===== src/nor_cmd_defs.svh =====
// command codes, address fields, reset values for the flash command block
// assumes a 16-bit data bus and a 22-bit word address
`ifndef NOR_CMD_DEFS_SVH
`define NOR_CMD_DEFS_SVH

// command data codes, low byte only
`define CMD_RESET      8'hF0
`define CMD_UNLOCK1    8'hAA
`define CMD_UNLOCK2    8'h55
`define CMD_AUTOSEL    8'h90
`define CMD_PROGRAM    8'hA0
`define CMD_BYPASS     8'h20
`define CMD_ERASE      8'h80
`define CMD_CHIP       8'h10
`define CMD_BLOCK      8'h30
`define CMD_SUSPEND    8'hB0
`define CMD_QUAD       8'hA5
`define CMD_PROTECT    8'h60
`define CMD_CFI        8'h98
`define CMD_BURST_CFG  8'hC0
`define CMD_EXT_CFG    8'hC5
`define CMD_OTP_ENTER  8'h70
`define CMD_OTP_EXIT   8'h75
`define CMD_ZERO       8'h00

// command address patterns, low address bits only
`define ADDR_UNLOCK1   11'h555
`define ADDR_UNLOCK2   11'h2AA
`define ADDR_CFI       8'h55

// autoselect read offsets
`define AS_MANUF       8'h00
`define AS_DEVICE      8'h01
`define AS_PROTECT     8'h02
`define AS_HANDSHAKE   8'h03

// address field positions
`define BANK_MSB       21
`define BANK_LSB       18
`define BLOCK_LSB      12
`define PAGE_LSB       3
`define PROT_SEL_BIT   6
`define PROT_A1_BIT    1
`define PROT_A0_BIT    0
`define QUAD_LSB       2

// reset values of the configuration registers
`define BURST_CFG_RST  9'h100
`define EXT_CFG_RST    10'h000

// autoselect answers
`define PROT_YES       16'h0001
`define PROT_NO        16'h0000
`define HS_PRESENT     16'h0000
`define HS_ABSENT      16'h0001

`endif


===== src/nor_cmd_pkg.sv =====
// types shared by the flash command block and its page buffer
// assumes nor_cmd_defs.svh supplies the numeric constants
package nor_cmd_pkg;

  // per-bank read personality
  typedef enum logic [1:0] {BM_READ, BM_AUTOSEL, BM_CFI} bank_mode_e;

  // command sequence position
  typedef enum logic [3:0] {
    C_IDLE, C_UNL1, C_UNL2, C_PROG, C_ER1, C_ER2, C_ER3,
    C_BPROG, C_BER, C_BRST, C_PROT1, C_PROT2, C_OTPX, C_QUAD
  } cmd_state_e;

  // host side bus pins, sampled on the system clock
  typedef struct packed {
    logic        ce_n;
    logic        oe_n;
    logic        we_n;
    logic        address_valid_strobe_n;
    logic        burst_clk;
    logic [21:0] addr;
    logic [15:0] dq;
  } host_bus_s;

  // state reported by the program and erase engine
  typedef struct packed {
    logic [15:0] bank_busy;
    logic [15:0] operation_error_bit;
    logic        erase_busy;
    logic [3:0]  erase_bank;
    logic        program_busy;
    logic        high_voltage_level;
    logic        block_protected;
  } core_status_s;

  // one-cycle requests to the program and erase engine
  typedef struct packed {
    logic prog_start;
    logic erase_block;
    logic erase_chip;
    logic erase_suspend;
    logic erase_resume;
    logic prog_suspend;
    logic prog_resume;
    logic protect;
    logic unprotect;
    logic error_clear;
    logic abort;
  } events_s;

  // whole state of the command and read block
  typedef struct packed {
    cmd_state_e        cmd;
    logic [2:0]        cyc;
    bank_mode_e [15:0] mode;
    logic              bypass;
    logic              otp;
    logic              erase_susp;
    logic              prog_susp;
    logic [3:0]        susp_bank;
    logic [8:0]        burst_cfg;
    logic [9:0]        ext_cfg;
    events_s           evt;
    logic              quad;
    logic [21:0]       tgt_addr;
    logic [15:0]       tgt_word;
    logic [19:0]       quad_base;
    logic              we_seen;
    logic [21:0]       wr_addr;
    logic [15:0]       wr_data;
    logic              bclk_prev;
    logic              armed;
    logic              active;
    logic [21:0]       burst_addr;
    logic [18:0]       page_base;
    logic              page_valid;
    logic              filling;
    logic [2:0]        fill_cnt;
    logic [15:0]       dout;
    logic              dvalid;
    logic              doe;
  } ctl_s;

  // page buffer state
  typedef struct packed {
    logic [7:0][15:0] mem;
    logic [15:0]      rdata;
  } pb_s;

endpackage


===== src/nor_flash_command_and_read_mode.sv =====
// command decoder and read-mode control for a multi-bank parallel flash
// assumes bus pins already synchronous to SYS_CLK, array read is same-cycle
`timescale 1ns/1ps
`include "nor_cmd_defs.svh"

// Operation
// - three 60H writes protect or unprotect block
// - 98H at X55H enters query from read/autoselect
// - AA,55,C0 loads burst config from A20-A12
// - AA,55,C5 loads extended config from upper bits
// - AA,55,70 enters OTP region
// - AA,55,75,00 leaves OTP region
// - decoder ignores upper data byte
// - A21-A11 ignored in command address match
// - reset from autoselect returns to suspend state
// - reset after error returns bank to read
// - protect verify reads 00H or 01H
// - handshake read 0H present, 1H absent
// - bypass commands only after bypass entry
// - erase suspend only while an erase is busy in the addressed bank
// - resume only while matching suspend active
// - quad program needs high supply, shared A21-A2
// - sixteen banks on A21-A18, blocks A21-A12
// - reset leaves device in asynchronous array read
// - burst armed on last strobe clock, runs until CE# goes high or strobe falls again
// - eight-word page selected by A2-A0
// - unmatched write aborts to read mode
module nor_flash_command_and_read_mode #(
  parameter logic [15:0] MANUF_CODE  = 16'h00A5, // arbitrary value
  parameter logic [15:0] DEVICE_CODE = 16'h005A, // arbitrary value
  parameter bit          HANDSHAKE   = 1'b1      // ready handshake built in
) (
  input  wire logic                      SYS_CLK,
  input  wire logic                      RESET,
  input  wire nor_cmd_pkg::host_bus_s    HOST_BUS,
  input  wire nor_cmd_pkg::core_status_s CORE_STATUS,
  input  wire logic [15:0]               ARRAY_RDATA,
  input  wire logic [15:0]               CFI_RDATA,
  output      logic [21:0]               ARRAY_ADDR,
  output      logic [15:0]               DATA_OUT,
  output      logic                      DATA_VALID,
  output      logic                      DATA_OE,
  output      nor_cmd_pkg::events_s      EVENTS,
  output      logic [21:0]               TARGET_ADDR,
  output      logic [15:0]               TARGET_WORD,
  output      logic                      QUAD_MODE,
  output      logic [8:0]                BURST_CFG,
  output      logic [9:0]                EXT_CFG,
  output      logic                      OTP_MODE,
  output      logic                      BYPASS_MODE,
  output      logic                      ERASE_SUSPENDED,
  output      logic                      PROGRAM_SUSPENDED,
  output      logic                      BURST_ACTIVE,
  output      logic [31:0]               BANK_MODES
);

  // low address match against a command pattern
  function automatic logic at_addr(input logic [21:0] a,
                                   input logic [10:0] pat);
    at_addr = (a[10:0] == pat);
  endfunction

  // bank number of an address
  function automatic logic [3:0] bank_of(input logic [21:0] a);
    bank_of = a[`BANK_MSB:`BANK_LSB];
  endfunction

  nor_cmd_pkg::ctl_s s_r;   // registered state
  nor_cmd_pkg::ctl_s s_nxt; // next state

  logic [15:0] page_rdata; // page buffer read word
  logic        page_we;    // page buffer write strobe

  // page fill writes while not bursting
  assign page_we = s_r.filling & ~s_r.active;

  // burst address wins the array port, else page fill address
  assign ARRAY_ADDR = s_r.active ? s_r.burst_addr
                                 : {s_r.page_base, s_r.fill_cnt};

  page_buffer u_page (
    .clk   (SYS_CLK),
    .rst   (RESET),
    .we    (page_we),
    .waddr (s_r.fill_cnt),
    .wdata (ARRAY_RDATA),
    .raddr (HOST_BUS.addr[2:0]),
    .rdata (page_rdata)
  );

  // next state: write decoding, burst tracking, page fill, read mux
  always_comb begin
    logic [7:0]  d;        // command byte
    logic [21:0] a;        // command address
    logic [3:0]  bk;       // command bank
    logic [3:0]  rbk;      // read bank
    logic        hit;      // write matched a sequence
    logic        wr_now;   // host write strobe low
    logic        wr_done;  // write strobe just released
    logic        bclk_rise; // burst clock rising
    d         = s_r.wr_data[7:0];
    a         = s_r.wr_addr;
    bk        = bank_of(s_r.wr_addr);
    rbk       = bank_of(HOST_BUS.addr);
    hit       = 1'b1;
    wr_now    = ~HOST_BUS.ce_n & ~HOST_BUS.we_n & HOST_BUS.oe_n;
    wr_done   = s_r.we_seen & ~wr_now;
    bclk_rise = HOST_BUS.burst_clk & ~s_r.bclk_prev;
    s_nxt     = s_r;
    s_nxt.evt = '0;

    // capture address and data while the write strobe is low
    if (wr_now) begin
      s_nxt.we_seen = 1'b1;
      s_nxt.wr_addr = HOST_BUS.addr;
      s_nxt.wr_data = HOST_BUS.dq;
    end

    // decode one completed write
    if (wr_done) begin
      s_nxt.we_seen = 1'b0;
      s_nxt.cyc     = 3'(s_r.cyc + 3'h1);
      case (s_r.cmd)
        nor_cmd_pkg::C_IDLE: begin
          if (s_r.bypass && d == `CMD_PROGRAM) begin
            s_nxt.cmd = nor_cmd_pkg::C_BPROG;
          end else if (s_r.bypass && d == `CMD_ERASE) begin
            s_nxt.cmd = nor_cmd_pkg::C_BER;
          end else if (s_r.bypass && d == `CMD_AUTOSEL) begin
            s_nxt.cmd = nor_cmd_pkg::C_BRST;
          end else if (d == `CMD_RESET) begin
            // suspend flags stay, so the bank falls back to suspend read
            s_nxt.mode[bk] = nor_cmd_pkg::BM_READ;
            if (CORE_STATUS.operation_error_bit[bk]) begin
              s_nxt.evt.error_clear = 1'b1;
            end
          end else if (d == `CMD_UNLOCK1 && at_addr(a, `ADDR_UNLOCK1)) begin
            s_nxt.cmd = nor_cmd_pkg::C_UNL1;
          end else if (d == `CMD_PROTECT) begin
            s_nxt.cmd = nor_cmd_pkg::C_PROT1;
          end else if (d == `CMD_CFI && a[7:0] == `ADDR_CFI &&
                       s_r.mode[bk] != nor_cmd_pkg::BM_CFI) begin
            s_nxt.mode[bk] = nor_cmd_pkg::BM_CFI;
          end else if (d == `CMD_SUSPEND && CORE_STATUS.erase_busy &&
                       !s_r.erase_susp && bk == CORE_STATUS.erase_bank) begin
            s_nxt.erase_susp        = 1'b1;
            s_nxt.susp_bank         = bk;
            s_nxt.evt.erase_suspend = 1'b1;
          end else if (d == `CMD_SUSPEND && CORE_STATUS.program_busy &&
                       !s_r.prog_susp) begin
            s_nxt.prog_susp        = 1'b1;
            s_nxt.susp_bank        = bk;
            s_nxt.evt.prog_suspend = 1'b1;
          end else if (d == `CMD_BLOCK && s_r.prog_susp &&
                       bk == s_r.susp_bank) begin
            s_nxt.prog_susp       = 1'b0;
            s_nxt.evt.prog_resume = 1'b1;
          end else if (d == `CMD_BLOCK && s_r.erase_susp &&
                       bk == s_r.susp_bank) begin
            s_nxt.erase_susp       = 1'b0;
            s_nxt.evt.erase_resume = 1'b1;
          end else if (d == `CMD_QUAD && CORE_STATUS.high_voltage_level) begin
            s_nxt.cmd = nor_cmd_pkg::C_QUAD;
          end else begin
            hit = 1'b0;
          end
        end
        nor_cmd_pkg::C_UNL1: begin
          if (d == `CMD_UNLOCK2 && at_addr(a, `ADDR_UNLOCK2)) begin
            s_nxt.cmd = nor_cmd_pkg::C_UNL2;
          end else begin
            hit = 1'b0;
          end
        end
        nor_cmd_pkg::C_UNL2: begin
          s_nxt.cmd = nor_cmd_pkg::C_IDLE;
          if (!at_addr(a, `ADDR_UNLOCK1)) begin
            hit = 1'b0;
          end else begin
            case (d)
              `CMD_AUTOSEL:   s_nxt.mode[bk] = nor_cmd_pkg::BM_AUTOSEL;
              `CMD_PROGRAM:   s_nxt.cmd = nor_cmd_pkg::C_PROG;
              `CMD_BYPASS:    s_nxt.bypass = 1'b1;
              `CMD_ERASE:     s_nxt.cmd = nor_cmd_pkg::C_ER1;
              `CMD_BURST_CFG: s_nxt.burst_cfg = a[20:`BLOCK_LSB];
              `CMD_EXT_CFG:   s_nxt.ext_cfg = a[21:`BLOCK_LSB];
              `CMD_OTP_ENTER: s_nxt.otp = 1'b1;
              `CMD_OTP_EXIT:  s_nxt.cmd = nor_cmd_pkg::C_OTPX;
              default:        hit = 1'b0;
            endcase
          end
        end
        nor_cmd_pkg::C_PROG, nor_cmd_pkg::C_BPROG: begin
          // fourth write, or second in bypass, carries the word
          s_nxt.cmd            = nor_cmd_pkg::C_IDLE;
          s_nxt.tgt_addr       = a;
          s_nxt.tgt_word       = s_r.wr_data;
          s_nxt.quad           = 1'b0;
          s_nxt.evt.prog_start = 1'b1;
        end
        nor_cmd_pkg::C_ER1: begin
          if (d == `CMD_UNLOCK1 && at_addr(a, `ADDR_UNLOCK1)) begin
            s_nxt.cmd = nor_cmd_pkg::C_ER2;
          end else begin
            hit = 1'b0;
          end
        end
        nor_cmd_pkg::C_ER2: begin
          if (d == `CMD_UNLOCK2 && at_addr(a, `ADDR_UNLOCK2)) begin
            s_nxt.cmd = nor_cmd_pkg::C_ER3;
          end else begin
            hit = 1'b0;
          end
        end
        nor_cmd_pkg::C_ER3, nor_cmd_pkg::C_BER: begin
          // last erase write: chip needs 555 unless in bypass, block takes its address
          s_nxt.cmd = nor_cmd_pkg::C_IDLE;
          if (d == `CMD_CHIP && (s_r.cmd == nor_cmd_pkg::C_BER ||
                                 at_addr(a, `ADDR_UNLOCK1))) begin
            s_nxt.evt.erase_chip = 1'b1;
          end else if (d == `CMD_BLOCK) begin
            s_nxt.tgt_addr        = a;
            s_nxt.evt.erase_block = 1'b1;
          end else begin
            hit = 1'b0;
          end
        end
        nor_cmd_pkg::C_BRST: begin
          s_nxt.cmd = nor_cmd_pkg::C_IDLE;
          if (d == `CMD_ZERO) begin
            s_nxt.bypass = 1'b0;
          end else begin
            hit = 1'b0;
          end
        end
        nor_cmd_pkg::C_PROT1: begin
          if (d == `CMD_PROTECT) begin
            s_nxt.cmd = nor_cmd_pkg::C_PROT2;
          end else begin
            hit = 1'b0;
          end
        end
        nor_cmd_pkg::C_PROT2: begin
          // third write: A1 high, A0 low, A6 picks the direction
          s_nxt.cmd = nor_cmd_pkg::C_IDLE;
          if (d == `CMD_PROTECT && a[`PROT_A1_BIT] && !a[`PROT_A0_BIT]) begin
            s_nxt.tgt_addr      = a;
            s_nxt.evt.unprotect = a[`PROT_SEL_BIT];
            s_nxt.evt.protect   = ~a[`PROT_SEL_BIT];
          end else begin
            hit = 1'b0;
          end
        end
        nor_cmd_pkg::C_OTPX: begin
          s_nxt.cmd = nor_cmd_pkg::C_IDLE;
          if (d == `CMD_ZERO) begin
            s_nxt.otp = 1'b0;
          end else begin
            hit = 1'b0;
          end
        end
        nor_cmd_pkg::C_QUAD: begin
          // four data writes within one group sharing A21-A2
          if (s_r.cyc == 3'h1) begin
            s_nxt.quad_base = a[21:`QUAD_LSB];
          end
          if (s_r.cyc != 3'h1 && a[21:`QUAD_LSB] != s_r.quad_base) begin
            hit = 1'b0;
          end else begin
            s_nxt.tgt_addr       = a;
            s_nxt.tgt_word       = s_r.wr_data;
            s_nxt.quad           = 1'b1;
            s_nxt.evt.prog_start = 1'b1;
            if (s_r.cyc == 3'h4) begin
              s_nxt.cmd = nor_cmd_pkg::C_IDLE;
            end
          end
        end
        default: begin
          hit = 1'b0;
        end
      endcase
      // unmatched write: drop the sequence, banks back to array read
      if (!hit) begin
        s_nxt.cmd       = nor_cmd_pkg::C_IDLE;
        s_nxt.evt       = '0;
        s_nxt.evt.abort = 1'b1;
        s_nxt.mode      = '{default: nor_cmd_pkg::BM_READ};
      end
      // sequence ended: matching restarts at the first cycle
      if (s_nxt.cmd == nor_cmd_pkg::C_IDLE) begin
        s_nxt.cyc = 3'h0;
      end
    end

    // burst: arm on each clock while strobe low, run once it rises
    s_nxt.bclk_prev = HOST_BUS.burst_clk;
    if (HOST_BUS.ce_n) begin
      s_nxt.armed  = 1'b0;
      s_nxt.active = 1'b0;
    end else if (!HOST_BUS.address_valid_strobe_n) begin
      s_nxt.active = 1'b0;
      if (bclk_rise) begin
        s_nxt.armed      = 1'b1;
        s_nxt.burst_addr = HOST_BUS.addr;
      end
    end else if (s_r.armed && bclk_rise) begin
      s_nxt.armed  = 1'b0;
      s_nxt.active = 1'b1;
    end else if (s_r.active && bclk_rise) begin
      s_nxt.burst_addr = 22'(s_r.burst_addr + 22'h1);
    end

    // page: load eight words whenever A21-A3 leave the held page
    if (s_r.filling && !s_r.active) begin
      s_nxt.fill_cnt = 3'(s_r.fill_cnt + 3'h1);
      if (s_r.fill_cnt == 3'h7) begin
        s_nxt.filling    = 1'b0;
        s_nxt.page_valid = 1'b1;
      end
    end else if (!s_r.filling && !HOST_BUS.ce_n && !s_r.active &&
                 (!s_r.page_valid ||
                  HOST_BUS.addr[21:`PAGE_LSB] != s_r.page_base)) begin
      s_nxt.filling    = 1'b1;
      s_nxt.fill_cnt   = 3'h0;
      s_nxt.page_valid = 1'b0;
      s_nxt.page_base  = HOST_BUS.addr[21:`PAGE_LSB];
    end
    // array contents may change: drop the held page
    if (s_nxt.evt.prog_start || s_nxt.evt.erase_block ||
        s_nxt.evt.erase_chip) begin
      s_nxt.page_valid = 1'b0;
    end

    // read data: burst, autoselect, query or page word
    s_nxt.doe    = ~HOST_BUS.ce_n & ~HOST_BUS.oe_n & HOST_BUS.we_n;
    s_nxt.dvalid = 1'b1;
    if (s_r.active) begin
      s_nxt.dout = ARRAY_RDATA;
    end else begin
      case (s_r.mode[rbk])
        nor_cmd_pkg::BM_AUTOSEL: begin
          case (HOST_BUS.addr[7:0])
            `AS_MANUF:     s_nxt.dout = MANUF_CODE;
            `AS_DEVICE:    s_nxt.dout = DEVICE_CODE;
            `AS_PROTECT:   s_nxt.dout = CORE_STATUS.block_protected ?
                                        `PROT_YES : `PROT_NO;
            `AS_HANDSHAKE: s_nxt.dout = HANDSHAKE ?
                                        `HS_PRESENT : `HS_ABSENT;
            default:       s_nxt.dout = 16'h0000;
          endcase
        end
        nor_cmd_pkg::BM_CFI: begin
          s_nxt.dout = CFI_RDATA;
        end
        default: begin
          // page word picked by A2-A0
          s_nxt.dout   = page_rdata;
          s_nxt.dvalid = s_r.page_valid & ~s_r.filling &
                         (HOST_BUS.addr[21:`PAGE_LSB] == s_r.page_base);
        end
      endcase
    end
  end

  // register the state; reset gives asynchronous array read
  always_ff @(posedge SYS_CLK) begin
    if (RESET) begin
      s_r           <= '0;
      s_r.cmd       <= nor_cmd_pkg::C_IDLE;
      s_r.mode      <= '{default: nor_cmd_pkg::BM_READ};
      s_r.burst_cfg <= `BURST_CFG_RST;
      s_r.ext_cfg   <= `EXT_CFG_RST;
    end else begin
      s_r <= s_nxt;
    end
  end

  // outputs straight from state
  assign DATA_OUT          = s_r.dout;
  assign DATA_VALID        = s_r.dvalid;
  assign DATA_OE           = s_r.doe;
  assign EVENTS            = s_r.evt;
  assign TARGET_ADDR       = s_r.tgt_addr;
  assign TARGET_WORD       = s_r.tgt_word;
  assign QUAD_MODE         = s_r.quad;
  assign BURST_CFG         = s_r.burst_cfg;
  assign EXT_CFG           = s_r.ext_cfg;
  assign OTP_MODE          = s_r.otp;
  assign BYPASS_MODE       = s_r.bypass;
  assign ERASE_SUSPENDED   = s_r.erase_susp;
  assign PROGRAM_SUSPENDED = s_r.prog_susp;
  assign BURST_ACTIVE      = s_r.active;
  assign BANK_MODES        = s_r.mode;

endmodule


===== src/page_buffer.sv =====
// eight-word page buffer with a registered read port
// assumes one writer and one reader on the system clock
`timescale 1ns/1ps
module page_buffer (
  input  wire logic        clk,
  input  wire logic        rst,
  input  wire logic        we,
  input  wire logic [2:0]  waddr,
  input  wire logic [15:0] wdata,
  input  wire logic [2:0]  raddr,
  output      logic [15:0] rdata
);

  nor_cmd_pkg::pb_s s_r;   // registered state
  nor_cmd_pkg::pb_s s_nxt; // next state

  // write one word, read one word a cycle later
  always_comb begin
    s_nxt = s_r;
    if (we) begin
      s_nxt.mem[waddr] = wdata;
    end
    s_nxt.rdata = s_r.mem[raddr];
  end

  // register the state
  always_ff @(posedge clk) begin
    if (rst) begin
      s_r <= '0;
    end else begin
      s_r <= s_nxt;
    end
  end

  assign rdata = s_r.rdata;

endmodule


===== config.mk =====
export PLATFORM = sky130hd
export DESIGN_NAME = nor_flash_command_and_read_mode
export DESIGN_NICKNAME = d
export VERILOG_FILES = /design/src/nor_cmd_pkg.sv /design/src/nor_flash_command_and_read_mode.sv /design/src/page_buffer.sv
export VERILOG_INCLUDE_DIRS = /design/src /design/src/src
export SDC_FILE = /design/constraint.sdc
export NUM_CORES = 1
export LEC_CHECK = 0
export BUFFER_PORTS_ARGS = -buffer_cell sky130_fd_sc_hd__buf_2
export CAP_MARGIN = 20
export CORE_MARGIN = 1
export CORE_UTILIZATION = 58
export CTS_CLUSTER_DIAMETER = 100
export CTS_CLUSTER_SIZE = 28
export DETAILED_ROUTE_END_ITERATION = 10
export GPL_TIMING_DRIVEN = 0
export PLACE_DENSITY = 0.81
export SLEW_MARGIN = 20
export SYNTH_ARGS = -nofsm -noshare
export SYNTH_HDL_FRONTEND = slang
export SYNTH_SLANG_ARGS = --single-unit

===== constraint.sdc =====
create_clock -name SYS_CLK -period 4.45 [get_ports SYS_CLK]
set_input_delay 0.89 -clock SYS_CLK [delete_from_list [all_inputs] [get_ports SYS_CLK]]
set_output_delay 0.89 -clock SYS_CLK [all_outputs]
set_load 0.005 [all_outputs]

After elaboration in Yosys (flattened, before gate mapping)
Cells that the tools add are included.
{ "word_totals": {"regBits": 386, "latch_bits": 0, "ram_bits": 0, "mem_bits_ro": 0, "inputBits": 117, "out_inout_bits": 146, "memories": 0} }
{ "classes": {"add_sub_neg": 3, "mul": 0, "n_div": 0, "n_lt_le_gt_ge": 6, "eq_ne": 71, "shifts": 0, "mux": 141, "bitwise_logic": 40, "reduce_logical": 86} }
{ "ops": {"columns": ["cell", "n"], "rows": [
  ["two-way mux 32 bit", 9],
  ["two-way mux 22 bit", 7],
  ["bitwise mux 128 bit", 1],
  ["two-way mux 4 bit", 31],
  ["one-hot mux 22 bit (4 select lines)", 1],
  ["== test 8 bit, second input constant", 10],
  ["two-way mux 39 bit", 2],
  ["two-way mux 71 bit", 1],
  ["one-hot mux 16 bit (2 select lines)", 2],
  ["one-hot mux 32 bit (2 select lines)", 1],
  ["two-way mux 1 bit", 52],
  ["binary-select mux 16 bit (select 3 bit)", 1],
  ["demux 16 bit (select 3 bit)", 1],
  ["two-way mux 16 bit", 3],
  ["== test 8 x 7 -> 1 bit, second input constant", 5],
  ["two-way mux 20 bit", 2],
  ["two-way mux 34 bit", 1],
  ["AND 16 bit", 2],
  ["AND 32 bit", 1],
  ["inverter 16 bit", 2],
  ["inverter 32 bit", 1],
  ["bitwise OR 16 bit", 2],
  ["one-hot mux 4 bit (8 select lines)", 1],
  ["logical AND 1 bit", 29],
  ["66 further kinds", 179]
]} }

Logic depth before layout (Yosys ltp)
Gate-level depths: netlist of run 1.
{ "depth": {"word_depth": 21, "ltp_mapped": 13} }

Hierarchy
From an unflattened synthesis of run 1, not the netlist that was laid out.
{ "hier_totals": {"hier_cells": 2215, "area_unflattened_um2": 19165.9} }
{ "modules_own_cells": {"columns": ["mod", "instances", "cells_each", "area_each_um2", "seq_area_each_um2"], "rows": [
  ["nor_flash_command_and_read_mode", 1, 1518, 12986.2, 4844.6],
  ["page_buffer", 1, 697, 6179.7, 2882.8]
]} }

Worst setup path before layout of run 1
Ideal clock, no wire load.
{ "synth_path": {"path_kind": "input port to flip-flop", "from": "input port HOST_BUS[34] (netlist name)", "to": "register s_r (netlist bit DATA_OUT[15])", "setup_ns": 0.065, "arrival_time_ns": 3.404, "path_slack_ns": 0.981, "cell_stages": 13, "n_path_buf": 3, "path_cell_list": "buf_1 -> mux4_2 -> mux4_2 -> inv_1 -> ha_1 -> clkbuf_1 -> clkbuf_1 -> nand2_1 -> nor2_1 -> a21oi_1 -> nor2_1 -> a21oi_1 -> nor2_1"} }
{ "synth_between": {"elab_chain_len": 5, "elab_cells_between_ends": 6, "classes_between": "eq/ne: 2; mux: 4"} }
{ "synth_lines": {"columns": ["element", "line_no", "rtl"], "rows": [
  ["start, declared", "nor_flash_command_and_read_mode.sv:35", "input wire nor_cmd_pkg::host_bus_s HOST_BUS,"],
  ["binary-select mux 2 bit (select 4 bit) (*)", "nor_flash_command_and_read_mode.sv:341", "case (s_r.mode[rbk])"],
  ["two-way mux 2 bit (not written as such) (*)", "nor_flash_command_and_read_mode.sv:341", null],
  ["== test 2 bit / == test 2 x 1 -> 1 bit (equally long branches)", "nor_flash_command_and_read_mode.sv:341", null],
  ["one-hot mux 16 bit (2 select lines) (*)", "nor_flash_command_and_read_mode.sv:341", null],
  ["two-way mux 16 bit (*)", "nor_flash_command_and_read_mode.sv:338", "if (s_r.active) begin"],
  ["end signal, assigned", "nor_flash_command_and_read_mode.sv:375", "s_r <= s_nxt;"],
  ["end, declared", "nor_flash_command_and_read_mode.sv:68", "nor_cmd_pkg::ctl_s s_r;"]
]} }
Mark *: on every way between the ends. The rest lies on a longest branch, timed or not. The select of a mux whose other input is x is not followed.
A chain may end at the register's enable or synchronous reset.

Worst setup path in the final report of run 1
{ "layout_path": {"from": "register s_r[89] (netlist name)", "to": "register s_r (netlist bit BANK_MODES[26])"} }
{ "layout_between": {"elab_chain_len": 14, "elab_cells_between_ends": 36, "classes_between": "eq/ne: 13; mux: 15; reduce/logical: 8"} }
{ "layout_lines": {"columns": ["element", "line_no", "rtl"], "rows": [
  ["== test 8 x 7 -> 1 bit (no line)", null, null],
  ["logical AND 1 bit (no line)", null, null],
  ["logical AND 1 bit", "nor_flash_command_and_read_mode.sv:141", "end else if (d == `CMD_CFI && a[7:0] == `ADDR_CFI &&"],
  ["two-way mux 1 bit", "nor_flash_command_and_read_mode.sv:141", null],
  ["two-way mux 1 bit", "nor_flash_command_and_read_mode.sv:139", "end else if (d == `CMD_PROTECT) begin"],
  ["two-way mux 1 bit", "nor_flash_command_and_read_mode.sv:137", "end else if (d == `CMD_UNLOCK1 && at_addr(a, `ADDR_UNLOCK1)) begin"],
  ["two-way mux 1 bit", "nor_flash_command_and_read_mode.sv:131", "end else if (d == `CMD_RESET) begin"],
  ["two-way mux 1 bit", "nor_flash_command_and_read_mode.sv:129", "end else if (s_r.bypass && d == `CMD_AUTOSEL) begin"],
  ["two-way mux 1 bit", "nor_flash_command_and_read_mode.sv:127", "end else if (s_r.bypass && d == `CMD_ERASE) begin"],
  ["two-way mux 1 bit", "nor_flash_command_and_read_mode.sv:125", "if (s_r.bypass && d == `CMD_PROGRAM) begin"],
  ["one-hot mux 1 bit (10 select lines)", "nor_flash_command_and_read_mode.sv:123", "case (s_r.cmd)"],
  ["two-way mux 1 bit", "nor_flash_command_and_read_mode.sv:120", "if (wr_done) begin"],
  ["inequality test 4 bit (no line), or another cell as far along", null, null],
  ["AND reduction 10 bit (no line)", null, null]
]} }
Parallel ways exist; a longest one is shown, timed or not. The select of a mux whose other input is x is not followed.

==> results of run 1 <==
worst register-to-register path: cells and delay by family, from the launching register on:
kind	cells	cell delay [ns]
AO/OA/AOI/OAI	4	0.99
AND/OR/NAND/NOR	3	1.66
flip-flops	1	0.33
buffers and inverters	3	1.02
flip-flops by register name (all words and copies together) (netlist names), 9 cells and up:
register      cells
EXT_CFG          10
BURST_CFG         9
TARGET_ADDR      22
DATA_OUT         16
EVENTS           11
u_page.rdata     16
u_page.s_r      128
TARGET_WORD      16
s_r             118
BANK_MODES       32
power by group through the flow:
| stage | registers, mW | clock network [mW] | logic, mW |
|---|---|---|---|
| global placement | 3.62 | 0 | 0.532 |
| global route | 3.55 | 1.96 | 0.596 |
| floorplan | 3.61 | 0 | 0.335 |
| CTS | 3.55 | 1.85 | 0.546 |
| finish | 3.55 | 1.85 | 0.561 |
| detailed placement | 3.63 | 0 | 0.543 |
metal layers:
| layer | part of all wire, % | wire [um] | global-route usage (%) |
|---|---|---|---|
| met5 | 0 | 0 | 0 |
| met2 | 48 | 29020 | 62.17 |
| met1 | 38 | 23040 | 42.82 |
| met3 | 8.0 | 4821 | 4.513 |
| met4 | 5.4 | 3255 | 16.71 |
worst paths after layout:
kind         cells after the start        endpoint       start
min reg2reg                      2      EXT_CFG[7]  EXT_CFG[7]
max                             10  BANK_MODES[26]     s_r[89]
min                              2      EXT_CFG[7]  EXT_CFG[7]
max reg2reg                     10  BANK_MODES[26]     s_r[89]
cells in the mapped netlist (8+ instances only):
master | count | area, sq um
nor3b_1 | 8 | 60.06
nand4_1 | 25 | 156.4
a211oi_1 | 25 | 187.7
and3_1 | 12 | 75.07
dfxtp_1 | 386 | 7727
nor2b_1 | 33 | 206.5
a21oi_1 | 287 | 1436
ha_1 | 8 | 100.1
nand2b_1 | 10 | 62.56
a22oi_1 | 16 | 120.1
o21ai_0 | 72 | 360.4
nor4b_1 | 9 | 78.83
nand2_1 | 508 | 1907
inv_1 | 11 | 41.29
nor4_1 | 16 | 100.1
nor2_1 | 138 | 518.0
mux2i_1 | 63 | 630.6
buf_4 | 116 | 870.8
nand3b_1 | 8 | 60.06
o22ai_1 | 15 | 93.84
buf_2 | 10 | 50.05
xor2_1 | 21 | 183.9
mux4_2 | 55 | 1239
xnor2_1 | 27 | 236.5
nand3_1 | 44 | 220.2
clkbuf_1 | 163 | 611.8
nor3_1 | 22 | 110.1
o21ai_1 | 10 | 50.05
mux2_2 | 22 | 247.7
a32oi_1 | 12 | 105.1
cell families (layout without fill, tap and decap cells):
kind of cell	count (synthesis)	in the layout	synth area share (%)
flops	386	386	41.30
buf+inv	310	557	8.701
xor+xnor	48	48	2.247
simple gates	885	885	21.31
fa+ha+maj	8	8	0.5350
mux	140	140	11.32
compound gates	481	481	14.59
layout make-up:
class / count / area, sq um
Multi-Input combinational cell: 1562 / 9366
Clock buffer: 22 / 454.2
Buffer: 298 / 1583
Timing Repair Buffer: 224 / 1121
Inverter: 12 / 45.04
Tap cell: 402 / 503.0
Fill cell: 2690 / 10830
Clock inverter: 1 / 8.758
Sequential cell: 386 / 7727
==> summary by stage, run 1 <==
Status
The flow ran to the end, and the final reports show no timing, DRC or antenna violations.

Power
In this run the static leakage power is 7.926 nW. The proportion of power drawn by the clock network is 31.0%. The fraction of power spent switching nets is 25.87%.

Sequential cells burn 59.6% of the power. The largest vdd supply drop is 0.3337 mV. Overall power consumption after layout is estimated at 5.959 mW. Power spread over the standard cell area amounts to 286.4 mW/mm^2. The switching power is 1.541 mW.

The internal power summed over all cells is 4.417 mW. The share of total power in combinational logic is 9.4%.

Timing
The transition time at the pin with the least slew margin is 1.201 ns. Setup repair after global routing left no endpoint under its margin. For the final routed database, the setup TNS stands at 0 ns. The count of pins over their slew limit was 0. The clock skew after layout is 0.01376 ns. The time the worst path needs with I/O delays and setup is 4.158 ns.

The count of endpoints failing hold in the final timing report is 0. The tightest hold path in the finished design has a slack of 0.4571 ns. The post-layout worst setup margin is 0.2920 ns. The worst relative slew slack is 18.82%. Setup violations remaining at the end of the flow were counted as 0. In the finished design, the share of the clock period the worst path needs comes to 93.44%. The achievable clock frequency is 0.2405 GHz.

Setup path
The critical path contains buffers and inverters numbering 3 combined. The largest incremental delay on the critical path is 1.00 ns. Among cell families on the critical path, the largest total delay comes from simple AND/OR/NAND/NOR gates.

The critical-path cell with the highest stage delay is nor4bb_1. By startpoint and endpoint, the worst setup path is classified as register to register. At the worst endpoint, the arrival time is 4.55 ns. The critical path goes through clkbuf_1 > nor4bb_1 > nand3_1 > o31ai_1 > and2_1 > clkbuf_1 > clkbuf_1 > a32oi_1 > o21ai_0 > a21oi_1. The cell that appears most often on the critical path is clkbuf_1. STA puts the critical path data required time at 4.85 ns.

The worst setup path is launched from a register. STA classifies the critical path endpoint as a register. The setup check on the worst reg-to-reg path leaves a slack of 0.29 ns.

The highest net fanout along the worst path is 10.

Cells and area
In the layout the commonest cells are nand2_1, dfxtp_1, a21oi_1, buf_2, clkbuf_1. The final core area utilization is 65.77%. The number of antenna diodes in the final layout is 0. The post-layout instance area is 0.02081 sq mm. The most common cell after layout, fill and taps aside is nand2_1.

The number of nets in the layout is 2626. For this run, the number of standard cells in the final layout without fillers is 2907. The post-route netlist has 18.56% of its cells at a drive strength greater than 1.

The growth of design area from synthesis to finish is 11.22%.

Die
The standard-cell row count is 65. The area enclosed by the die boundary is 0.03298 sq mm. The die height is 181.6 um. The core region area is 0.03164 sq mm. The horizontal die dimension is 181.6 um.

The initial utilization of the core area, before any placement, comes to 59.14%. For this design the top-level I/O count stands at 263.

Clocking
The clock latency on the worst-skew pair is 0.54 ns. TritonCTS built the clock tree. The number of buffers added to fix hold violations after cts is 0. The count of clock tree sinks is 386. The number of buffers on the longest clock path is 3. CTS built an H-tree with a depth of 1.

After clock tree synthesis, the clock-pin slew on the worst setup and hold paths is 0.11 ns. The number of clock buffers added by TritonCTS is 17. In this run the clock root is driven by a clkbuf_16. Buffers added to address setup during post-CTS repair amount to 0. The number of instances resized during post-cts repair is 0.

Placed design
Summing all placed instances gives a cell area of 0.02035 sq mm. The placed wire-length estimate after detailed placement is 45390 um. The last weighted congestion value of the routability-driven placer is 0.9778. The count of placed standard cells including taps is 2884.

Buffers placed on the I/O ports in this run total 224. The setup slack at placement is -0.1354 ns.

Detailed routing
The overall via count from detail_route is 17848. In the routed layout, each cell is associated on average with a via count of 6.140. After detailed routing, the average wire length per cell comes to 20.69 um.

The wire length after detailed routing is 60140 um. The number of design rule violations left after detail routing is 0. Before antenna repair, the detailed router went through 6 iterations. The detail route stage leaves a number of antenna-violating nets equal to 0. After the first detailed-routing iteration, the DRC count stood at 2043.

Worst hold path
The path category of the worst min-delay check is register to register.

Synth
The count of synthesis-stage warnings from yosys is 0. Summing the sequential cell areas from Yosys gives 41.30% of the chip area. The number of distinct library cell variants in the gate-level netlist after synthesis is 70. The number of synthesized register bits is 386. After synthesis, the share of flip-flops with an asynchronous set or reset is 0%.

In the synthesized netlist, the number of instances is 2258. The number of nets in the synthesized netlist is 2383. Counting flops with a built-in enable in the synthesized netlist gives 0. The total standard cell area after synthesis is 0.01871 sq mm. The post-synthesis area per instance is 8.286 sq um. For this run, the leading register cell type out of synthesis is dfxtp_1.

Global route
The first global-routing pass estimated 92040 um of wire. The total congestion overflow is 0. The number of global-route vias before repair is 17117.

The number of antenna violations at the first check in global routing is 0. The pin count of the biggest net entering global routing is 29. The overall global routing resource usage is 35.34%.

Flow run
The max-cap check violation count is 0.
Note: power is estimated with default switching activity, not from simulation.
==> inputs of run 2 (changes only) <==
--- a/config.mk
+++ b/config.mk
@@ -9,12 +9,11 @@
 export BUFFER_PORTS_ARGS = -buffer_cell sky130_fd_sc_hd__buf_2
 export CAP_MARGIN = 20
 export CORE_MARGIN = 1
-export CORE_UTILIZATION = 58
+export CORE_UTILIZATION = 35
 export CTS_CLUSTER_DIAMETER = 100
 export CTS_CLUSTER_SIZE = 28
 export DETAILED_ROUTE_END_ITERATION = 10
 export GPL_TIMING_DRIVEN = 0
-export PLACE_DENSITY = 0.81
 export SLEW_MARGIN = 20
 export SYNTH_ARGS = -nofsm -noshare
 export SYNTH_HDL_FRONTEND = slang
==> run 2 against run 1 <==
Compared with the run above: final area rose by 2.7%; die area rose by 65%; wire length rose by 11%; first-iteration DRC count fell by 34%; critical path depth did not move; worst hold slack barely moved; combinational power rose by 4.3%; critical endpoint is now DATA_OUT[7]; largest power group unchanged; highest routed layer is now met5.
==> summary by stage, run 2 (synthesized netlist as in run 1, its figures left out) <==
Timing
The count of pins over their slew limit was 0. The post-layout worst setup margin is 0.3434 ns. Setup violations remaining at the end of the flow were counted as 0. The count of endpoints failing hold in the final timing report is 0.

The achievable clock frequency is 0.2435 GHz. Across the routed clock network, the largest skew measured is 0.03129 ns. The final hold slack is 0.4566 ns. The transition time at the pin with the least slew margin is 1.159 ns.

The ratio of final minimum period to clock period is 92.28%. The routed design could run at a clock period as short as 4.107 ns. Adding up every negative setup slack in the final design gives 0 ns. Setup repair after global routing left no endpoint under its margin. The worst pin sits at a relative slew slack of 22.75%.

Cells and area
The register with the most flip-flops in the layout has 128 of them. The most common cell after layout, fill and taps aside is nand2_1. The total of fill cells in the finished design is 5385.

The growth of design area from synthesis to finish is 14.18%. The repair_antennas step left the layout with diodes totalling 0. Once layout is complete, the cells apart from fillers number 3201. The ratio of cells with drive above 1 in the final layout is 19.14%. The register with the most flip-flops in the final layout is u_page.s_r. The finished cells cover 0.02136 sq mm.

At the end of the flow the core is filled with cells to 40.57%. The number of nets in the layout is 2630. The library cells used most frequently in the layout, excluding fill and tap cells, are nand2_1, dfxtp_1, a21oi_1, buf_2, clkbuf_1.

Placed design
In this run the cell area measured after placement is 0.02072 sq mm. The last weighted congestion value of the routability-driven placer is 0.9364. The placed wire-length estimate after detailed placement is 51020 um. The count of buffers inserted at the top-level ports is 224. Before CTS, the worst setup slack after placement is -0.4962 ns. The count of placed standard cells including taps is 3171.

Die
During I/O placement, the number of pins put on the boundary was 263. The starting density of the core is 35.53%. The die height is 233.2 um. The standard-cell row count is 84. The horizontal die dimension is 233.2 um.

The core region is 0.05266 sq mm. The area enclosed by the die boundary is 0.05438 sq mm.

Clocking
After clock tree synthesis, the clock-pin slew on the worst setup and hold paths is 0.11 ns. The clock latency on the worst-skew pair is 0.57 ns. In this run the number of H-tree levels came out at 1.

Buffers inserted during clock tree synthesis total 20. The number of buffers on the longest clock path is 3. Buffers inserted to repair hold after CTS numbered 0. TritonCTS built the clock tree.

The count of clock tree sinks is 386. CTS placed an instance of clkbuf_16 at the clock tree root.

Setup path
At the worst endpoint, the required time is 4.85 ns. STA classifies the critical path endpoint as a register. The highest net fanout along the worst path is 10.

The flop-to-flop setup slack is 0.55 ns. The startpoint of the lowest-slack register-to-register path is s_r[89]. The critical path ends at DATA_OUT[7]. The worst register-to-register path has a depth of 10. The element type at the critical path start is a primary input. In this run the critical register-to-register path is captured at BANK_MODES[7]. The critical path starts at HOST_BUS[35]. The kind of critical path is primary input to register. The data arrival time of the critical path is 4.51 ns.

Global route
Global routing used 23.91% of the available tracks across all layers. The first-pass GRT wire length is 99200 um. The number of global-route vias before repair is 16507. The number of antenna violations at the first check in global routing is 2. The pin count of the biggest net entering global routing is 29. The total congestion overflow is 0.

Power
The power consumption is 6.317 mW. The power share of the sequential group is 56.1%. The power density normalized to cell area is 295.7 mW/mm^2. The analysis attributes to net switching a power of 1.722 mW. Across the VDD grid, the largest voltage drop is 0.2540 mV. The proportion of power drawn by the clock network is 34.6%. The analysis attributes to cell leakage a power of 8.022 nW. The internal power summed over all cells is 4.594 mW. The share of total power in combinational logic is 9.3%. Of the total power, the share spent switching nets is 27.27%.

Detailed routing
The post-route antenna net violation count is 0. The number of design rule violations left after detail routing is 0. The average wire length per cell after detail routing is 20.91 um. In this run, the number of DRC markers left after iteration 0 of detailed routing was 1346. After detailed routing, the number of vias per cell comes to 5.423. The overall via count from detail_route is 17358.

The number of iterations in the first detailed-routing pass is 6. The routed design has 66930 um of wire.

Worst hold path
The path category of the worst min-delay check is register to register.

Flow run
The max-cap check violation count is 0.

Status
The run finished with clean final reports.
run 2: cell count changes in the layout (fill, tap and decap cells not counted), sizes merged:
| cell | delta |
|---|---|
| clkinv | +2 |
| inv | +6 |
run 2: how the worst min path moves through the flow:
stage,start,to,slack (ns),depth (start not counted)
finish,BURST_CFG[3],BURST_CFG[3],0.46,2
global route,u_page.s_r[133],u_page.s_r[133],0.48,2
CTS,u_page.s_r[133],u_page.s_r[133],0.46,2
detailed placement,BURST_CFG[7],BURST_CFG[7],0.45,2
global placement,u_page.s_r[127],u_page.s_r[127],0.44,2
floorplan,BURST_CFG[0],BURST_CFG[0],0.43,2
run 2: metal layers:
metal | GRT usage, % | vias up | wire, um
li1 | - | 8169 | -
met1 | 30.77 | 8324 | 28030
met2 | 39.88 | 724 | 31410
met3 | 3.735 | 135 | 4820
met4 | 9.375 | 6 | 2640
met5 | 0 | - | 30
run 2: area by class of cell:
type / count / area [sq um] / share of cell area, %
Clock inverter: 9 / 108.9 / 0.5095
Timing Repair Buffer: 225 / 1126 / 5.271
Inverter: 12 / 45.04 / 0.2108
Tap cell: 688 / 860.8 / 4.030
Multi-Input combinational cell: 1562 / 9385 / 43.93
Clock buffer: 21 / 525.5 / 2.460
Sequential cell: 386 / 7727 / 36.17
Buffer: 298 / 1584 / 7.415
run 2: power groups by stage:
stage                     Combinational [mW]  Sequential [mW]  Clock, mW
after global routing                   0.624             3.55       2.36
after global placement                 0.565             3.62          0
final                                  0.585             3.55       2.19
after CTS                              0.578             3.54       2.24
after detailed placement               0.576             3.62          0
after floorplan                        0.335             3.61          0
run 2: timing repair:
action / in CTS / in global routing
setup buffers: 0 / 0
endpoints found under the setup margin: 0 / 1
resized for setup: 0 / 2
run 2: worst max-delay path, stage by stage:
cell	delay [ns]
buf_2	0.20
clkbuf_1	0.66
mux4_2	0.44
mux4_2	0.51
inv_1	0.08
ha_1	0.24
clkbuf_1	0.31
clkbuf_1	0.49
nand2_1	0.17
a211oi_1	0.51
==> inputs of run 3 (changes only) <==
--- a/config.mk
+++ b/config.mk
@@ -17,4 +17,5 @@
 export SLEW_MARGIN = 20
 export SYNTH_ARGS = -nofsm -noshare
 export SYNTH_HDL_FRONTEND = slang
+export SYNTH_HIERARCHICAL = 1
 export SYNTH_SLANG_ARGS = --single-unit
==> run 3 against run 2 <==
Compared with the run above: via count is 1.9% lower; critical path depth did not move; global-route usage shrank 0.87 points; fmax is 5.9% lower; sequential power barely moved; clock power grew 5%; utilization increased by 0.19 points; combinational power is 0.7% higher; first-iteration DRC count is 2.2% higher; synthesized cell count decreased by 1.9%; sequential share of layout area decreased by 1.0 points; die area is 2.4% higher.
==> summary by stage, run 3 <==
Setup path
The largest single stage delay on the critical path is 0.67 ns. The kind of critical path is primary input to register. The critical-path cell with the highest stage delay is nor2b_1. Setup slack on the worst reg-to-reg path comes out at 0.70 ns. In this run the critical register-to-register path is launched from BANK_MODES[28].

The endpoint required time on the critical path is 4.90 ns. Walking the worst path, the cells encountered are buf_2 > clkbuf_1 > mux4_2 > mux4_2 > inv_1 > ha_1 > nor2b_1 > clkbuf_1 > a22oi_1 > a221oi_1. The endpoint identified for the worst register-to-register timing path is DATA_OUT[7].

Following the worst setup path forward leads to its endpoint at DATA_OUT[7]. The logic depth of the worst register-to-register path is 8. STA classifies the critical path endpoint as a register. STA classifies the critical path startpoint as a primary input.

The data arrival time of the critical path is 4.82 ns. The highest net fanout along the worst path is 10. The critical path starts at HOST_BUS[35].

Clocking
The clock latency on the worst-skew pair is 0.58 ns. Hold repair after CTS inserted 0 buffers. TritonCTS created 20 clock buffers.

Clock-pin slew was measured on the worst setup and hold paths at 0.11 ns. After clock tree synthesis, the setup repair step added 0 buffers. Counting every sink on the clock net gives 386. The CTS tree is yes.

CTS built an H-tree with a depth of 1. CTS placed an instance of clkbuf_16 at the clock tree root. The number of instances resized during post-cts repair is 0. No sink is reached through more buffers than the 3 on the longest clock path.

Detailed routing
The detail-routed via count per cell is 5.347. The routed design has 66460 um of wire. The overall via count from detail_route is 17036. The average wire length per cell after detail routing is 20.86 um. In this run, the number of DRC markers left after iteration 0 of detailed routing was 1376.

The number of design rule violations left after detail routing is 0. Once detail routing completed, the nets flagged for antenna violations numbered 0. The first detailed-routing pass took 5 iterations.

Synth
The number of distinct library cell variants in the gate-level netlist after synthesis is 84. The net count of the mapped netlist is 2340. The count of synthesis-stage warnings from yosys is 6.

Yosys attributes the largest share of cell area to dfxtp_1, nand2_1, a21oi_1. The post-synthesis area per instance is 8.653 sq um. The cell taking the most area after synthesis is dfxtp_1. After synthesis the netlist holds a flip-flop and latch count of 386. The count of flip-flops with a built-in enable after synthesis is 0. The total standard cell area after synthesis is 0.01917 sq mm. Synthesis handed over a netlist of 2215 instances. Yosys instantiated no cell more often than nand2_1. The proportion of netlist area held by the largest area contributor is 40.32%. In the synthesized netlist the dominant register cell turns out to be dfxtp_1. The register area share after synthesis is 40.32%.

Sorting the synthesized cells by how often they occur yields nand2_1, dfxtp_1, a21oi_1, nor2_1, buf_4. Counting flops with an async set or reset pin after synthesis yields a share of 0%.

Power
The static leakage is 8.993 nW. Power spread over the standard cell area amounts to 293.4 mW/mm^2. The worst-case IR drop observed on VDD is 0.2257 mV.

Die
The starting density of the core is 35.54%. The core region area is 0.05392 sq mm. Measured along the x axis, the die boundary spans 236.0 um. The die covers 0.05570 sq mm. In this run the core area contains 85 standard-cell rows. The number of top-level design ports is 263.

The die height is 236.0 um.

Placed design
The setup slack at placement is -0.7553 ns. The last weighted congestion value of the routability-driven placer is 0.9256. During placement, the flow inserted port buffers numbering 244. Once placement completed, the tool counted placed cells totaling 3156. After legalization and detailed placement, the total HPWL measured 50120 um.

Global route
The number of antenna violations at the first check in global routing came to 2. Global routing used 23.03% of the available tracks across all layers. Summed over all layers, the global routing overflow is 0. The pin count of the biggest net entering global routing is 29. The first-pass GRT wire length is 99600 um. The number of global-route vias before repair is 16426.

Status
The flow ran to the end, and the final reports show no timing, DRC or antenna violations.

Timing
For the final database, setup skew stands at 0.03935 ns. The number of setup violations in the final report is 0. Static timing analysis puts the maximum clock frequency at 0.2291 GHz. The worst pin sits at a relative slew slack of 27.42%.

Dividing the final minimum period by the clock period gives 98.11%. The post-layout worst setup margin is 0.08426 ns. The tightest hold path in the finished design has a slack of 0.4606 ns. For the pin with the worst max-slew slack, the measured transition is 1.089 ns. Setup repair after global routing left no endpoint under its margin. The count of endpoints failing hold in the final timing report came to 0. The count of pins over their slew limit is 0. The time the worst path needs with I/O delays and setup is 4.366 ns. Setup total negative slack on the finished layout was measured at 0 ns.

Cells and area
The total of fill cells in the finished design is 5443. The register with the most flip-flops in the layout has 128 of them. In the layout the commonest cells are nand2_1, dfxtp_1, buf_2, a21oi_1, nor2_1. Cells fill 40.76% of the core in the end. Compared with the post-synthesis result, the final layout area differs by 14.67%. In the final layout, the share of cells above drive strength 1 is 23.26%. The most common cell after layout, fill and taps aside is nand2_1. More flip-flops sit in one register than any other, and that register is u_page/s_r.

The post-layout instance count excluding filler cells is 3186. The footprint of the multi-input gates is 0.009445 sq mm. At the end of the flow, the number of nets in the layout was 2606. The area of all sequential standard cells is 0.007727 sq mm.

Worst hold path
The startpoint identified for the worst hold timing path is u_page/s_r[88]. The path category of the worst min-delay check is register to register.

Flow run
The max-cap check violation count is 0.
-- run 3: changes by cell type after synthesis, sizes merged, moves of 22 or more --
cell    change
buf        +72
inv        +23
nor2       +22
o21ai      -34
nand2      -63
a21oi      -56
clkbuf     -59
mux2i      +31
-- run 3: per-layer routing --
metal,wire length (um),track usage [%],share of wire (%),vias to the layer above
met4,1917,6.853,2.9,0
met1,28020,29.15,42,8224
li1,-,-,-,8068
met5,0,0,0,-
met3,3780,2.914,5.7,106
met2,32740,40.63,49,638
-- run 3: cell type report --
cell class / count / area share (%)
diodes: 1 / 0.01139
plain buffers: 310 / 8.557
clock buffers: 22 / 2.408
clock inverters: 8 / 0.7515
inverters: 34 / 0.5807
multi-input cells: 1484 / 42.98
flip-flops and latches: 386 / 35.16
well taps: 696 / 3.962
repair buffers: 245 / 5.591
-- run 3: cell families (layout without fill, tap and decap cells) --
group                      after synthesis  in the layout  synth area share (%)
and+or+nand+nor                        871            871                 21.54
AOI/OAI and AO/OA                      390            390                 12.35
DFF                                    386            386                 40.32
buffers and inverters                  345            619                 10.50
muxes                                  171            171                 12.76
xor gates and xnor gates                44             44                 2.011
adders and majority gates                8              8                0.5223
other                                    0              1                     0
-- run 3: worst min path at each step --
stage                           endpoint  cells after the start
after floorplan           u_page/s_r[74]                      2
after global placement    u_page/s_r[50]                      2
after detailed placement  u_page/s_r[88]                      2
after CTS                 u_page/s_r[88]                      2
after global routing      u_page/s_r[88]                      2
final                     u_page/s_r[88]                      2
-- run 3: power breakdown --
group	total, mW	switching (mW)	internal (mW)	leakage [nW]
clock network	2.31	1.29	1.02	0.332
registers	3.55	0.0482	3.50	3.12
logic	0.589	0.376	0.213	5.54
-- run 3: stage by stage --
step | total power [mW] | cell area [sq um]
4_1_cts | 6.489 | 21970
3_5_place_dp | 4.211 | 21280
2_1_floorplan | 3.960 | 19170
5_1_grt | 6.674 | 21980
3_3_place_gp | 4.201 | 21260
6_report | 6.448 | 21980
-- run 3: worst max-delay path, delay by kind of cell --
| family | cells | cell delay [ns] |
|---|---|---|
| buffers and inverters | 4 | 1.43 |
| AOI/OAI and AO/OA | 2 | 0.49 |
| adders and majority gates | 1 | 0.30 |
| and+or+nand+nor | 1 | 0.67 |
| muxes | 2 | 1.03 |
